**config.mk**
```make
export PLATFORM = sky130hd
export DESIGN_NAME = tac_threshold_alert
export DESIGN_NICKNAME = d
export VERILOG_FILES = /design/src/core/tac_pkg.sv /design/src/core/tac_conv_engine.sv /design/src/core/tac_threshold_alert.sv
export SDC_FILE = /design/constraint.sdc
export NUM_CORES = 1
export LEC_CHECK = 0
export CORE_MARGIN = 10
export CORE_UTILIZATION = 40
export DETAILED_ROUTE_END_ITERATION = 7
export DONT_BUFFER_PORTS = 1
export PLACE_DENSITY = 0.53
export SYNTH_ARGS = -nofsm -noshare
export SYNTH_HDL_FRONTEND = slang
export SYNTH_SLANG_ARGS = --single-unit
```
**constraint.sdc**
```tcl
create_clock -name sys_clk -period 14.6 [get_ports sys_clk]
set_clock_uncertainty 0.05 [all_clocks]
set_input_delay 2.92 -clock sys_clk [delete_from_list [all_inputs] [get_ports sys_clk]]
set_output_delay 2.92 -clock sys_clk [all_outputs]
set_load 0.1 [all_outputs]
```
**src/core/tac_pkg.sv**
```systemverilog
package tac_pkg;
  localparam int unsigned CLK_HZ           = 40_000_000;
  localparam int unsigned CLK_MHZ          = CLK_HZ / 1_000_000;
  // register pointer values on the serial bus
  localparam logic [1:0]  PTR_CONV         = 2'h0;
  localparam logic [1:0]  PTR_CFG          = 2'h1;
  localparam logic [1:0]  PTR_LO           = 2'h2;
  localparam logic [1:0]  PTR_HI           = 2'h3;
  // values after reset
  localparam logic [15:0] CFG_RESET        = 16'h8583;
  localparam logic [15:0] LO_RESET         = 16'h8000;
  localparam logic [15:0] HI_RESET         = 16'h7fff;
  // configuration field positions
  localparam int          CFG_OS_BIT       = 15;
  localparam int          CFG_PGA_LSB      = 9;
  localparam int          CFG_MODE_BIT     = 8;
  localparam int          CFG_DR_LSB       = 5;
  localparam int          CFG_CMODE_BIT    = 4;
  localparam int          CFG_POL_BIT      = 3;
  localparam int          CFG_LAT_BIT      = 2;
  localparam int          CFG_QUE_LSB      = 0;
  // comparator queue codes
  localparam logic [1:0]  QUE_ONE          = 2'h0;
  localparam logic [1:0]  QUE_TWO          = 2'h1;
  localparam logic [1:0]  QUE_FOUR         = 2'h2;
  localparam logic [1:0]  QUE_DISABLE      = 2'h3;
  // gain range codes
  localparam logic [2:0]  PGA_6V144        = 3'h0;
  localparam logic [2:0]  PGA_4V096        = 3'h1;
  localparam logic [2:0]  PGA_2V048        = 3'h2;
  localparam logic [2:0]  PGA_1V024        = 3'h3;
  // rate codes
  localparam logic [2:0]  DR_8SPS          = 3'h0;
  localparam logic [2:0]  DR_16SPS         = 3'h1;
  localparam logic [2:0]  DR_32SPS         = 3'h2;
  localparam logic [2:0]  DR_64SPS         = 3'h3;
  localparam int unsigned SPS_SLOWEST      = 8;
  localparam int unsigned CONV_8SPS_CYCLES = CLK_HZ / SPS_SLOWEST;
  // ready pulse width, a least time, so rounded up
  localparam int unsigned RDY_PULSE_NS     = 8000;
  localparam int unsigned RDY_PULSE_CYCLES = (RDY_PULSE_NS * CLK_MHZ + 999) / 1000;
  localparam logic [6:0]  ARA_ADDR         = 7'h0c;

  typedef enum logic [2:0] {
    ST_IDLE  = 3'b000,
    ST_ADDR  = 3'b001,
    ST_AACK  = 3'b010,
    ST_WDATA = 3'b011,
    ST_WACK  = 3'b100,
    ST_RDATA = 3'b101,
    ST_RACK  = 3'b110,
    ST_ARA   = 3'b111
  } tac_state_type;
endpackage : tac_pkg

```
**src/core/tac_conv_engine.sv**
```systemverilog
module tac_conv_engine #(
  parameter int unsigned PERIOD_8SPS = tac_pkg::CONV_8SPS_CYCLES
) (
  input  wire logic               sys_clk,
  input  wire logic               rstn,
  input  wire logic               continuous,
  input  wire logic               start_single,
  input  wire logic [2:0]         rate_sel,
  input  wire logic [2:0]         gain_sel,
  input  wire logic signed [15:0] sample_in,
  output logic signed [15:0]      result_reg,
  output logic                    done_reg,
  output logic                    busy_reg
);
  import tac_pkg::*;

  logic [31:0] cnt_reg;
  logic [31:0] period;
  logic        run;
  logic        last;

  function automatic logic [2:0] rate_shift(input logic [2:0] code);
    unique case (code)
      DR_8SPS:  rate_shift = 3'h0;
      DR_16SPS: rate_shift = 3'h1;
      DR_32SPS: rate_shift = 3'h2;
      DR_64SPS: rate_shift = 3'h3;
      default:  rate_shift = 3'h4;
    endcase
  endfunction : rate_shift

  // raw sample has 6.144 V full scale; gain stretches and saturates
  function automatic logic signed [15:0] scale(input logic signed [15:0] s,
                                               input logic [2:0] g);
    logic signed [21:0] p;
    logic signed [5:0]  k;
    p = 22'sh0;
    unique case (g)
      PGA_6V144: k = 6'sh02;
      PGA_4V096: k = 6'sh03;
      PGA_2V048: k = 6'sh06;
      PGA_1V024: k = 6'sh0c;
      default:   k = 6'sh18;
    endcase
    p = (22'(s) * 22'(k)) >>> 1;
    if (p > 22'sh007fff) scale = 16'sh7fff;
    else if (p < -22'sh008000) scale = -16'sh8000;
    else scale = p[15:0];
  endfunction : scale

  assign period = 32'(PERIOD_8SPS >> rate_shift(rate_sel));
  assign run    = continuous | busy_reg;
  assign last   = run && (cnt_reg == period - 32'h1);

  always_ff @(posedge sys_clk or negedge rstn) begin
    if (!rstn) begin
      cnt_reg <= 32'h0;
    end else if (!run || last) begin
      cnt_reg <= 32'h0;
    end else begin
      cnt_reg <= cnt_reg + 32'h1;
    end
  end

  always_ff @(posedge sys_clk or negedge rstn) begin
    if (!rstn) begin
      busy_reg <= 1'b0;
    end else if (continuous) begin
      busy_reg <= 1'b0;
    end else if (start_single && !busy_reg) begin
      busy_reg <= 1'b1;
    end else if (last) begin
      busy_reg <= 1'b0;
    end
  end

  always_ff @(posedge sys_clk or negedge rstn) begin
    if (!rstn) begin
      done_reg   <= 1'b0;
      result_reg <= 16'sh0;
    end else begin
      done_reg <= last;
      if (last) result_reg <= scale(sample_in, gain_sel);
    end
  end

  chk_rate_period_done: assert property (@(posedge sys_clk) disable iff (!rstn)
    last |=> done_reg) else $error("conversion end not flagged");
  chk_single_shot_stop: assert property (@(posedge sys_clk) disable iff (!rstn)
    (last && !continuous) ##1 !continuous |-> !busy_reg)
    else $error("single shot did not power down");
  chk_gain_unity_scale: assert property (@(posedge sys_clk) disable iff (!rstn)
    (last && gain_sel == PGA_6V144) |=> result_reg == $past(sample_in))
    else $error("full range result mis-scaled");
endmodule : tac_conv_engine

```
**src/core/tac_threshold_alert.sv**
```systemverilog
// Operation
// - queue code 11 disables, pin released high
// - assert after 1, 2 or 4 exceedances
// - gain field picks full-scale range
// - mode bit: continuous or single-shot
// - rate field sets conversion period
// - mode bit: hysteresis or window comparator
// - polarity bit: active low or high
// - latched alert held until conversion register read or response
// - 16-bit twos complement signed thresholds
// - high msb 1, low msb 0: ready
// - ready: status level or per-conversion pulse
// - thresholds reset to 8000h and 7fffh
module tac_threshold_alert #(
  parameter logic [6:0]  DEV_ADDR         = 7'h2a,
  parameter int unsigned CONV_8SPS_CYCLES = tac_pkg::CONV_8SPS_CYCLES
) (
  input  wire logic               sys_clk,
  input  wire logic               rstn,
  input  wire logic               scl_in,
  input  wire logic               sda_in,
  output logic                    sda_out,
  output logic                    sda_oe,
  input  wire logic signed [15:0] sample_in,
  output logic                    alert_out,
  output logic                    alert_oe
);
  import tac_pkg::*;

  tac_state_type      state_reg;
  logic [1:0]         scl_sync_reg;
  logic [1:0]         sda_sync_reg;
  logic               scl_q_reg;
  logic               sda_q_reg;
  logic [3:0]         bit_cnt_reg;
  logic [7:0]         shift_reg;
  logic [1:0]         byte_idx_reg;
  logic [1:0]         ptr_reg;
  logic [7:0]         wr_msb_reg;
  logic [15:0]        rd_word_reg;
  logic               master_ack_reg;
  logic               wr_pulse_reg;
  logic [15:0]        wr_data_reg;
  logic               read_clear_reg;
  logic               ara_won_reg;
  logic [15:0]        cfg_reg;
  logic [15:0]        lo_reg;
  logic [15:0]        hi_reg;
  logic               start_reg;
  logic               alert_act_reg;
  logic [2:0]         hit_cnt_reg;
  logic [2:0]         hit_next;
  logic [8:0]         rdy_cnt_reg;
  logic               rdy_act_reg;
  logic signed [15:0] result;
  logic               conv_done;
  logic               busy;
  logic               scl_s, sda_s, scl_rise, scl_fall, start_cond, stop_cond;
  logic [1:0]         que;
  logic               que_dis, rdy_mode, single, cmode, pol, lat;
  logic               above, below, exceed, release_ok, clear_evt, ara_ok;
  logic               active, level;
  logic [15:0]        rd_sel;

  assign scl_s      = scl_sync_reg[1];
  assign sda_s      = sda_sync_reg[1];
  assign scl_rise   = scl_s && !scl_q_reg;
  assign scl_fall   = !scl_s && scl_q_reg;
  assign start_cond = scl_s && scl_q_reg && sda_q_reg && !sda_s;
  assign stop_cond  = scl_s && scl_q_reg && !sda_q_reg && sda_s;

  assign que      = cfg_reg[CFG_QUE_LSB +: 2];
  assign que_dis  = (que == QUE_DISABLE);
  assign single   = cfg_reg[CFG_MODE_BIT];
  assign cmode    = cfg_reg[CFG_CMODE_BIT];
  assign pol      = cfg_reg[CFG_POL_BIT];
  assign lat      = cfg_reg[CFG_LAT_BIT];
  assign rdy_mode = hi_reg[15] && !lo_reg[15];

  function automatic logic [2:0] need_count(input logic [1:0] q);
    unique case (q)
      QUE_ONE:  need_count = 3'h1;
      QUE_TWO:  need_count = 3'h2;
      default:  need_count = 3'h4;
    endcase
  endfunction : need_count

  // signed compare on raw codes, so gain changes shift meaning
  assign above      = $signed(result) > $signed(hi_reg);
  assign below      = $signed(result) < $signed(lo_reg);
  assign exceed     = cmode ? (above || below) : above;
  assign release_ok = cmode ? !exceed : below;
  assign hit_next   = (hit_cnt_reg == 3'h4) ? 3'h4 : hit_cnt_reg + 3'h1;
  assign clear_evt  = read_clear_reg || ara_won_reg;
  assign ara_ok     = alert_act_reg && lat && !rdy_mode && !que_dis;

  always_comb begin
    unique case (ptr_reg)
      PTR_CONV: rd_sel = result;
      PTR_CFG:  rd_sel = {!busy, cfg_reg[14:0]};
      PTR_LO:   rd_sel = lo_reg;
      PTR_HI:   rd_sel = hi_reg;
    endcase
  end

  tac_conv_engine #(
    .PERIOD_8SPS (CONV_8SPS_CYCLES)
  ) u_engine (
    .sys_clk      (sys_clk),
    .rstn         (rstn),
    .continuous   (!single),
    .start_single (start_reg),
    .rate_sel     (cfg_reg[CFG_DR_LSB +: 3]),
    .gain_sel     (cfg_reg[CFG_PGA_LSB +: 3]),
    .sample_in    (sample_in),
    .result_reg   (result),
    .done_reg     (conv_done),
    .busy_reg     (busy)
  );

  // bus pins come from another timing domain
  always_ff @(posedge sys_clk or negedge rstn) begin
    if (!rstn) begin
      scl_sync_reg <= 2'h3;
      sda_sync_reg <= 2'h3;
      scl_q_reg    <= 1'b1;
      sda_q_reg    <= 1'b1;
    end else begin
      scl_sync_reg <= {scl_sync_reg[0], scl_in};
      sda_sync_reg <= {sda_sync_reg[0], sda_in};
      scl_q_reg    <= scl_s;
      sda_q_reg    <= sda_s;
    end
  end

  always_ff @(posedge sys_clk or negedge rstn) begin
    if (!rstn) begin
      state_reg      <= ST_IDLE;
      bit_cnt_reg    <= 4'h0;
      shift_reg      <= 8'h0;
      byte_idx_reg   <= 2'h0;
      ptr_reg        <= PTR_CONV;
      wr_msb_reg     <= 8'h0;
      rd_word_reg    <= 16'h0;
      master_ack_reg <= 1'b0;
      wr_pulse_reg   <= 1'b0;
      wr_data_reg    <= 16'h0;
      read_clear_reg <= 1'b0;
      ara_won_reg    <= 1'b0;
      sda_oe         <= 1'b0;
    end else begin
      wr_pulse_reg   <= 1'b0;
      read_clear_reg <= 1'b0;
      ara_won_reg    <= 1'b0;
      if (start_cond) begin
        state_reg    <= ST_ADDR;
        bit_cnt_reg  <= 4'h0;
        byte_idx_reg <= 2'h0;
        sda_oe       <= 1'b0;
      end else if (stop_cond) begin
        state_reg <= ST_IDLE;
        sda_oe    <= 1'b0;
      end else begin
        unique case (state_reg)
          ST_IDLE: begin
          end
          ST_ADDR, ST_WDATA: begin
            if (scl_rise) begin
              shift_reg   <= {shift_reg[6:0], sda_s};
              bit_cnt_reg <= bit_cnt_reg + 4'h1;
            end else if (scl_fall && bit_cnt_reg == 4'h8) begin
              sda_oe <= 1'b1;
              if (state_reg == ST_WDATA) begin
                state_reg    <= ST_WACK;
                byte_idx_reg <= (byte_idx_reg == 2'h2) ? 2'h2 : byte_idx_reg + 2'h1;
                if (byte_idx_reg == 2'h0) ptr_reg <= shift_reg[1:0];
                if (byte_idx_reg == 2'h1) wr_msb_reg <= shift_reg;
                if (byte_idx_reg == 2'h2) begin
                  wr_pulse_reg <= 1'b1;
                  wr_data_reg  <= {wr_msb_reg, shift_reg};
                end
              end else if (shift_reg[7:1] == DEV_ADDR) begin
                state_reg      <= ST_AACK;
                master_ack_reg <= shift_reg[0];
                byte_idx_reg   <= 2'h3;
              end else if (shift_reg[7:1] == ARA_ADDR && shift_reg[0] && ara_ok) begin
                state_reg    <= ST_AACK;
                byte_idx_reg <= 2'h2;
              end else begin
                state_reg <= ST_IDLE;
                sda_oe    <= 1'b0;
              end
            end
          end
          ST_AACK: begin
            if (scl_fall) begin
              bit_cnt_reg <= 4'h0;
              if (byte_idx_reg == 2'h2) begin
                state_reg <= ST_ARA;
                shift_reg <= {DEV_ADDR, 1'b1};
                sda_oe    <= !DEV_ADDR[6];
              end else if (master_ack_reg) begin
                state_reg    <= ST_RDATA;
                byte_idx_reg <= 2'h0;
                rd_word_reg  <= rd_sel;
                shift_reg    <= rd_sel[15:8];
                sda_oe       <= !rd_sel[15];
              end else begin
                state_reg    <= ST_WDATA;
                byte_idx_reg <= 2'h0;
                sda_oe       <= 1'b0;
              end
            end
          end
          ST_WACK: begin
            if (scl_fall) begin
              state_reg   <= ST_WDATA;
              bit_cnt_reg <= 4'h0;
              sda_oe      <= 1'b0;
            end
          end
          ST_RDATA, ST_ARA: begin
            if (scl_rise) begin
              bit_cnt_reg <= bit_cnt_reg + 4'h1;
              // lost arbitration: a released one seen low
              if (state_reg == ST_ARA && !sda_oe && !sda_s) begin
                state_reg <= ST_IDLE;
              end
            end else if (scl_fall && bit_cnt_reg == 4'h8) begin
              sda_oe <= 1'b0;
              if (state_reg == ST_ARA) begin
                state_reg   <= ST_IDLE;
                ara_won_reg <= 1'b1;
              end else begin
                state_reg <= ST_RACK;
                if (byte_idx_reg == 2'h1 && ptr_reg == PTR_CONV) begin
                  read_clear_reg <= 1'b1;
                end
              end
            end else if (scl_fall) begin
              shift_reg <= {shift_reg[6:0], 1'b0};
              sda_oe    <= !shift_reg[6];
            end
          end
          ST_RACK: begin
            if (scl_rise) begin
              master_ack_reg <= !sda_s;
            end else if (scl_fall) begin
              bit_cnt_reg <= 4'h0;
              if (!master_ack_reg) begin
                state_reg <= ST_IDLE;
              end else begin
                state_reg    <= ST_RDATA;
                byte_idx_reg <= byte_idx_reg + 2'h1;
                shift_reg    <= byte_idx_reg[0] ? rd_word_reg[15:8] : rd_word_reg[7:0];
                sda_oe       <= byte_idx_reg[0] ? !rd_word_reg[15] : !rd_word_reg[7];
              end
            end
          end
        endcase
      end
    end
  end

  always_ff @(posedge sys_clk or negedge rstn) begin
    if (!rstn) begin
      cfg_reg   <= CFG_RESET;
      lo_reg    <= LO_RESET;
      hi_reg    <= HI_RESET;
      start_reg <= 1'b0;
    end else begin
      start_reg <= 1'b0;
      if (wr_pulse_reg) begin
        unique case (ptr_reg)
          PTR_CONV: begin
          end
          PTR_CFG: begin
            // status bit is not stored; writing one with the mode bit set starts a single shot
            cfg_reg   <= {1'b0, wr_data_reg[14:0]};
            start_reg <= wr_data_reg[CFG_OS_BIT] && wr_data_reg[CFG_MODE_BIT];
          end
          PTR_LO: lo_reg <= wr_data_reg;
          PTR_HI: hi_reg <= wr_data_reg;
        endcase
      end
    end
  end

  // a new exceedance wins over a clear in the same cycle
  always_ff @(posedge sys_clk or negedge rstn) begin
    if (!rstn) begin
      alert_act_reg <= 1'b0;
      hit_cnt_reg   <= 3'h0;
    end else if (que_dis || rdy_mode) begin
      alert_act_reg <= 1'b0;
      hit_cnt_reg   <= 3'h0;
    end else if (conv_done) begin
      hit_cnt_reg <= exceed ? hit_next : 3'h0;
      if (exceed && hit_next >= need_count(que)) begin
        alert_act_reg <= 1'b1;
      end else if ((!lat && release_ok) || (lat && clear_evt)) begin
        alert_act_reg <= 1'b0;
      end
    end else if (lat && clear_evt) begin
      alert_act_reg <= 1'b0;
    end
  end

  always_ff @(posedge sys_clk or negedge rstn) begin
    if (!rstn) begin
      rdy_cnt_reg <= 9'h0;
      rdy_act_reg <= 1'b0;
    end else begin
      if (conv_done) rdy_cnt_reg <= 9'(RDY_PULSE_CYCLES);
      else if (rdy_cnt_reg != 9'h0) rdy_cnt_reg <= rdy_cnt_reg - 9'h1;
      rdy_act_reg <= single ? !busy : (rdy_cnt_reg != 9'h0);
    end
  end

  assign active = rdy_mode ? rdy_act_reg : alert_act_reg;
  assign level  = que_dis ? 1'b1 : (pol ? active : !active);

  // open drain: only ever pull low
  always_ff @(posedge sys_clk or negedge rstn) begin
    if (!rstn) begin
      alert_oe  <= 1'b0;
      alert_out <= 1'b0;
      sda_out   <= 1'b0;
    end else begin
      alert_oe  <= !level;
      alert_out <= 1'b0;
      sda_out   <= 1'b0;
    end
  end

  chk_queue_disable_high: assert property (@(posedge sys_clk) disable iff (!rstn)
    que_dis ##1 que_dis |-> !alert_oe) else $error("disabled comparator pulls pin");
  chk_queue_count_met: assert property (@(posedge sys_clk) disable iff (!rstn)
    $rose(alert_act_reg) |-> $past(conv_done) && $past(exceed)
      && ($past(hit_next) >= need_count($past(que)))) else $error("alert before queue met");
  chk_window_below_sets: assert property (@(posedge sys_clk) disable iff (!rstn)
    (conv_done && cmode && below && que == QUE_ONE && !rdy_mode) |=> alert_act_reg)
    else $error("window low side missed");
  chk_trad_below_release: assert property (@(posedge sys_clk) disable iff (!rstn)
    (conv_done && !cmode && below && !lat && !above) |=> !alert_act_reg)
    else $error("hysteresis release missed");
  chk_polarity_low_drive: assert property (@(posedge sys_clk) disable iff (!rstn)
    $past(alert_act_reg && !pol && !que_dis && !rdy_mode) |-> alert_oe)
    else $error("active low alert not driven");
  chk_latch_alert_hold: assert property (@(posedge sys_clk) disable iff (!rstn)
    (alert_act_reg && lat && !clear_evt && !que_dis && !rdy_mode && !wr_pulse_reg)
      |=> alert_act_reg) else $error("latched alert dropped");
  chk_signed_high_cmp: assert property (@(posedge sys_clk) disable iff (!rstn)
    (conv_done && !cmode && que == QUE_ONE && !rdy_mode && $signed(result) > $signed(hi_reg))
      |=> alert_act_reg) else $error("signed high compare failed");
  chk_ready_mode_comp: assert property (@(posedge sys_clk) disable iff (!rstn)
    rdy_mode |=> !alert_act_reg) else $error("comparator active in ready mode");
  chk_ready_pulse_width: assert property (@(posedge sys_clk) disable iff (!rstn)
    conv_done |=> rdy_cnt_reg == 9'(RDY_PULSE_CYCLES)) else $error("ready pulse not loaded");
  chk_ready_single_level: assert property (@(posedge sys_clk) disable iff (!rstn)
    single |=> rdy_act_reg == !$past(busy)) else $error("ready level not status");
  chk_threshold_reset: assert property (@(posedge sys_clk)
    !$past(rstn) && rstn |-> lo_reg == LO_RESET && hi_reg == HI_RESET)
    else $error("threshold reset value wrong");
endmodule : tac_threshold_alert

```
# Word level (Yosys, flattened, before mapping)
# Cells that the tools add are included.
# word_totals
memories	0
latchBits	0
reg_bits	183
ramBits	0
wordCells	317
romBits	0
in_bits	20
# op_classes
shift	1
n_addsub	6
reduce_logical	79
multipliers	1
order_cmp	5
mux	128
n_bitwise	5
div	0
n_eq_ne	62
# ops
operator	count
two-way mux 8 bit	11
two-way mux 3 bit	22
case mux 16 bit (4 select lines)	1
two-way mux 1 bit	59
inequality test 4 bit (second input constant)	9
adder 32 x 1 -> 32 bit (second input constant)	1
== test 32 bit	1
two-way mux 16 bit	2
two-way mux 32 bit	1
case mux 8 bit (4 select lines)	1
right shift 23 x 3 -> 32 bit (first input constant)	1
subtractor 32 x 1 -> 32 bit (second input constant)	1
two-way mux 2 bit	15
inequality test 2 bit (second input constant)	14
inequality test 3 bit (second input constant)	8
logical AND 1 bit	23
multiplier 16 x 6 -> 22 bit	1
greater-than comparator 21 x 16 -> 1 bit (second input constant)	1
less-than comparator 21 x 16 -> 1 bit (second input constant)	1
AND reduction 7 bit	3
two-way mux 4 bit	5
inequality test 5 bit (second input constant)	4
case mux 5 bit (4 select lines)	1
AND reduction 10 bit	2
other kinds (44)	99

# Depth between registers and ports, before layout
# depth
ltp_word	14
depth_mapped	21
ltp_nobuf	18

# Modules after synthesis
# A second synthesis with hierarchy kept.
# hier_totals
hier_cells	1306
area_unflattened_um2	13206.4
# by_module_without_submodules
mod	cells_each	area_per_inst_um2	instances	seq_area_each_um2
tac_threshold_alert	631	7350.8	1	3362.0
tac_conv_engine	675	5855.6	1	1251.2

# Worst setup path after synthesis
# No wires, ideal clock.
# synth_path
kind	input -> register
startpoint	in sample_in[15]
endpoint	reg u_engine.result_reg[10]
arrival_time_ps	6885
slack_ps	7544
cell_stages	18
path_cell_list	nand2_1 inv_1 fa_1 inv_1 fa_1 fa_1 inv_1 ha_1 clkbuf_1 a21o_1 a21oi_1 nand2_1 a211oi_1 xor2_1 a31oi_1 nor4_4 buf_6 a21oi_2
# synth_between
elab_chain_len	4
word_cells_on_any_way	5
classes_between	mul (1); order compare (2); mux (2)
# synth_lines
item	line_no	text
start, declared	tac_threshold_alert.sv:24	input wire logic signed [15:0] sample_in,
multiplier 16 x 6 -> 22 bit *	tac_conv_engine.sv:45	p = (22'(s) * 22'(k)) >>> 1;
less-than comparator 21 x 16 -> 1 bit	tac_conv_engine.sv:47	else if (p < -22'sh008000) scale = -16'sh8000;
two-way mux 16 bit	tac_conv_engine.sv:47	
two-way mux 16 bit *	tac_conv_engine.sv:46	if (p > 22'sh007fff) scale = 16'sh7fff;
end signal, assigned	tac_conv_engine.sv:83	if (last) result_reg <= scale(sample_in, gain_sel);
end, declared	tac_conv_engine.sv:11	output logic signed [15:0] result_reg,
# Every way passes the cells marked *; elsewhere a longest branch is shown, timed or not.
# A chain may end at the register's enable or synchronous reset.

# Worst setup path in the final report
# layout_path
startpoint	in sample_in[5]
endpoint	reg u_engine.result_reg[14]
# Same word-level chain as after synthesis.

==> results.py <==
metrics = {
    "worst_hold_path": {
        "hold_path_class": "reg2reg",
    },
    "die": {
        "die_width_um": 200,
        "core-area_um2": 31700,
        "ios": 24,
        "rows": 65,
        "die_y_um": 200,
        "start_util": 0.408,
        "die-area_um2": 39900,
    },
    "place": {
        "hpwl_um": 20900,
        "postPlaceCellArea_um2": 13300,
        "io_buffers": 0,
        "dp_worst_setup_slack_ns": 6.82,
        "gp_congestion": 0.822,
    },
    "worst_setup_path": {
        "crit_path_end_kind": "flop",
        "arrival_ns": 7.53,
        "crit_fanout": 15,
        "cp.required_ns": 14.82,
        "worstSetupPathType": "in2reg",
        "start_kind": "input port",
    },
    "power_and_ir_drop": {
        "leakage_nw": 6.31,
        "power.total_w": 0.00107,
        "p_per_area_nw_per_um2": 77.2,
        "vdd_drop_max_mv": 0.0603,
    },
    "sta": {
        "setup_viol": 0,
        "hold_viol": 0,
        "timing.fmax_mhz": 137,
        "rsz0062_at_grt": "no",
        "finalSetupTns_ns": 0,
        "period_needed_ns": 7.31,
        "tightestPinTransition_ns": 1.07,
        "slew_headroom": 0.287,
        "fin_ws_ns": 7.29,
        "period_share": 0.501,
        "hold_slack_ns": 0.308,
        "slew_violations": 0,
    },
    "yosys": {
        "synthMuxAreaShare": 0.117,
        "seq_area_frac_synth": 0.357,
        "synth_fa_ha_area_frac": 0.161,
        "synth_ff_type": "dfrtp_1",
        "yosys_register_bits": 183,
        "syn_avg_cell_area_um2": 9.95,
        "synth_area_um2": 12900,
        "synth_xor_area_frac": 0.0446,
        "yosys.area_share.simple": 0.166,
        "synth_cells": 1301,
        "yosysWarnings": 0,
        "yosysUniqueCellTypes": 77,
        "synth_top_family_by_area": "simple AND/OR/NAND/NOR gates",
        "synth_edf_count": 0,
        "synthArstFlopShare": 1.00,
        "synth_compound_area_frac": 0.100,
    },
    "cells_and_area": {
        "antenna_cells": 0,
        "final_cell_mix": "dfrtp_1 (156), inv_1 (133), nor2_1 (112)",
        "final_area_um2": 13900,
        "final_layout_size_suffix_gt1_frac": 0.161,
        "fin_nets": 1433,
        "largest_reg_flops": 32,
        "fill_cells": 3111,
        "areaGrowthSynthToFinish_pct": 7.17,
        "final_common_cell": "dfrtp_1",
    },
    "clock_network": {
        "ctsHoldBuffers": 0,
        "clock-sinks": 183,
        "cts_root_buffer": "clkbuf_16",
        "cts_tree": "yes",
        "post-cts-setup-buffers": 0,
        "clk_latency_ns": 0.43,
        "ctsLongestPathBuffers": 2,
        "cts.repair.resized": 0,
        "clk_pin_slew_ns": 0.07,
        "numCtsBuffers": 17,
        "h-tree-depth": 4,
    },
    "global_routing": {
        "grt_pass1_vias": 9221,
        "busiest_layer": "met2",
        "track_usage": 0.149,
        "grt_first_pass_wirelength_um": 48200,
        "grtUsageMet1": 0.200,
        "grt_overflow": 0,
        "grt_max_degree": 184,
        "grtUsageMet2": 0.248,
        "met3_usage": 0.0229,
        "grt_antenna_before_repair": 0,
    },
    "drt": {
        "wl_per_cell_um": 16.6,
        "drt-pass1-iter-count": 4,
        "viasPerCell": 5.23,
        "drt_iter0_drc": 449,
        "final_antenna_net_count": 0,
        "vias": 8843,
        "routed_wl_um": 28100,
        "route.detailed.drc": 0,
    },
    "flow_run": {
        "maxCapViolations": 0,
    },
    "outcome": {
        "status": "complete, no violations",
    },
}
## cell usage after synthesis, drive strengths merged (6+ instances only)
cell / number / share of area
or3: 6 / 0.0033
a21o: 18 / 0.010
xor2: 26 / 0.018
a211o: 6 / 0.0041
clkbuf: 40 / 0.012
and2: 60 / 0.029
nor2: 112 / 0.032
ha: 88 / 0.085
dfstp: 27 / 0.055
buf: 10 / 0.0049
nor3b: 6 / 0.0039
o21a: 7 / 0.0041
or2: 6 / 0.0029
inv: 133 / 0.039
nand4: 12 / 0.0058
o21ai: 42 / 0.017
nand2b: 12 / 0.0058
a21oi: 72 / 0.031
dfrtp: 156 / 0.30
fa: 49 / 0.076
nor3: 17 / 0.0070
nand2: 85 / 0.026
nand3: 27 / 0.011
mux2i: 9 / 0.0070
and3: 14 / 0.0069
mux2: 94 / 0.082
xnor2: 39 / 0.027
nor2b: 36 / 0.017
a31oi: 8 / 0.0039
mux4: 16 / 0.028
## report_power, final
group	internal (W)	switching [W]
registers	0.000517	0.0000219
logic	0.0000295	0.0000354
clock network	0.000248	0.000217
## metal layers
layer	routed length, um	vias to the layer above
met5	0	-
met4	268	0
met3	746	19
met2	13400	92
met1	13600	4371
li1	-	4361
## cell families after synthesis
| logic type | Yosys count |
|---|---|
| AO/OA/AOI/OAI | 198 |
| adder cells (fa/ha/maj) | 137 |
| buffers and inverters | 183 |
| flip-flops | 183 |
| other | 1 |
| AND/OR/NAND/NOR | 415 |
| multiplexers | 119 |
| XOR/XNOR | 65 |
## critical path: stages
cell and delay, ns:
and2_1 0.13, fa_1 0.49, fa_1 0.48, inv_1 0.05
fa_1 0.52, inv_1 0.04, ha_1 0.34, a21oi_1 0.21
o21ai_1 0.19, o2111ai_1 0.32, nand3b_1 0.16, a31oi_1 0.22
xor2_1 0.31, a31oi_1 0.20, nor4_4 0.79, a21oi_1 0.15
## final timing paths
check                      cells after the start  slack [ns]                      end            start
setup reg to reg                              17        8.30  u_engine.result_reg[14]      cfg_reg[11]
setup / recovery                              16        7.29  u_engine.result_reg[14]     sample_in[5]
max in group asynchronous                      0       12.05               hi_reg[14]             rstn
min in group asynchronous                      0        2.14     u_engine.cnt_reg[22]             rstn
hold / removal                                 0        0.31          sda_sync_reg[1]  sda_sync_reg[0]
hold reg to reg                                0        0.31          sda_sync_reg[1]  sda_sync_reg[0]
## per-stage QoR
stage | instances | utilization
after floorplan | 1302 | -
after global placement | 1659 | 0.418
after detailed placement | 1659 | 0.418
after CTS | 1691 | 0.437
after global routing | 1691 | 0.437
final | 1691 | 0.437
## cell type report
| cell class | count | area (um^2) | share of cell area |
|---|---|---|---|
| clock inverter | 14 | 154 | 0.0111 |
| tap | 402 | 503 | 0.0363 |
| sequential | 183 | 4610 | 0.333 |
| inverter | 133 | 499 | 0.0360 |
| timing repair buffer | 5 | 37.5 | 0.00271 |
| clock buffer | 18 | 439 | 0.0317 |
| multi-input combinational | 936 | 7620 | 0.550 |
Note: power is estimated with default switching activity, not from simulation.
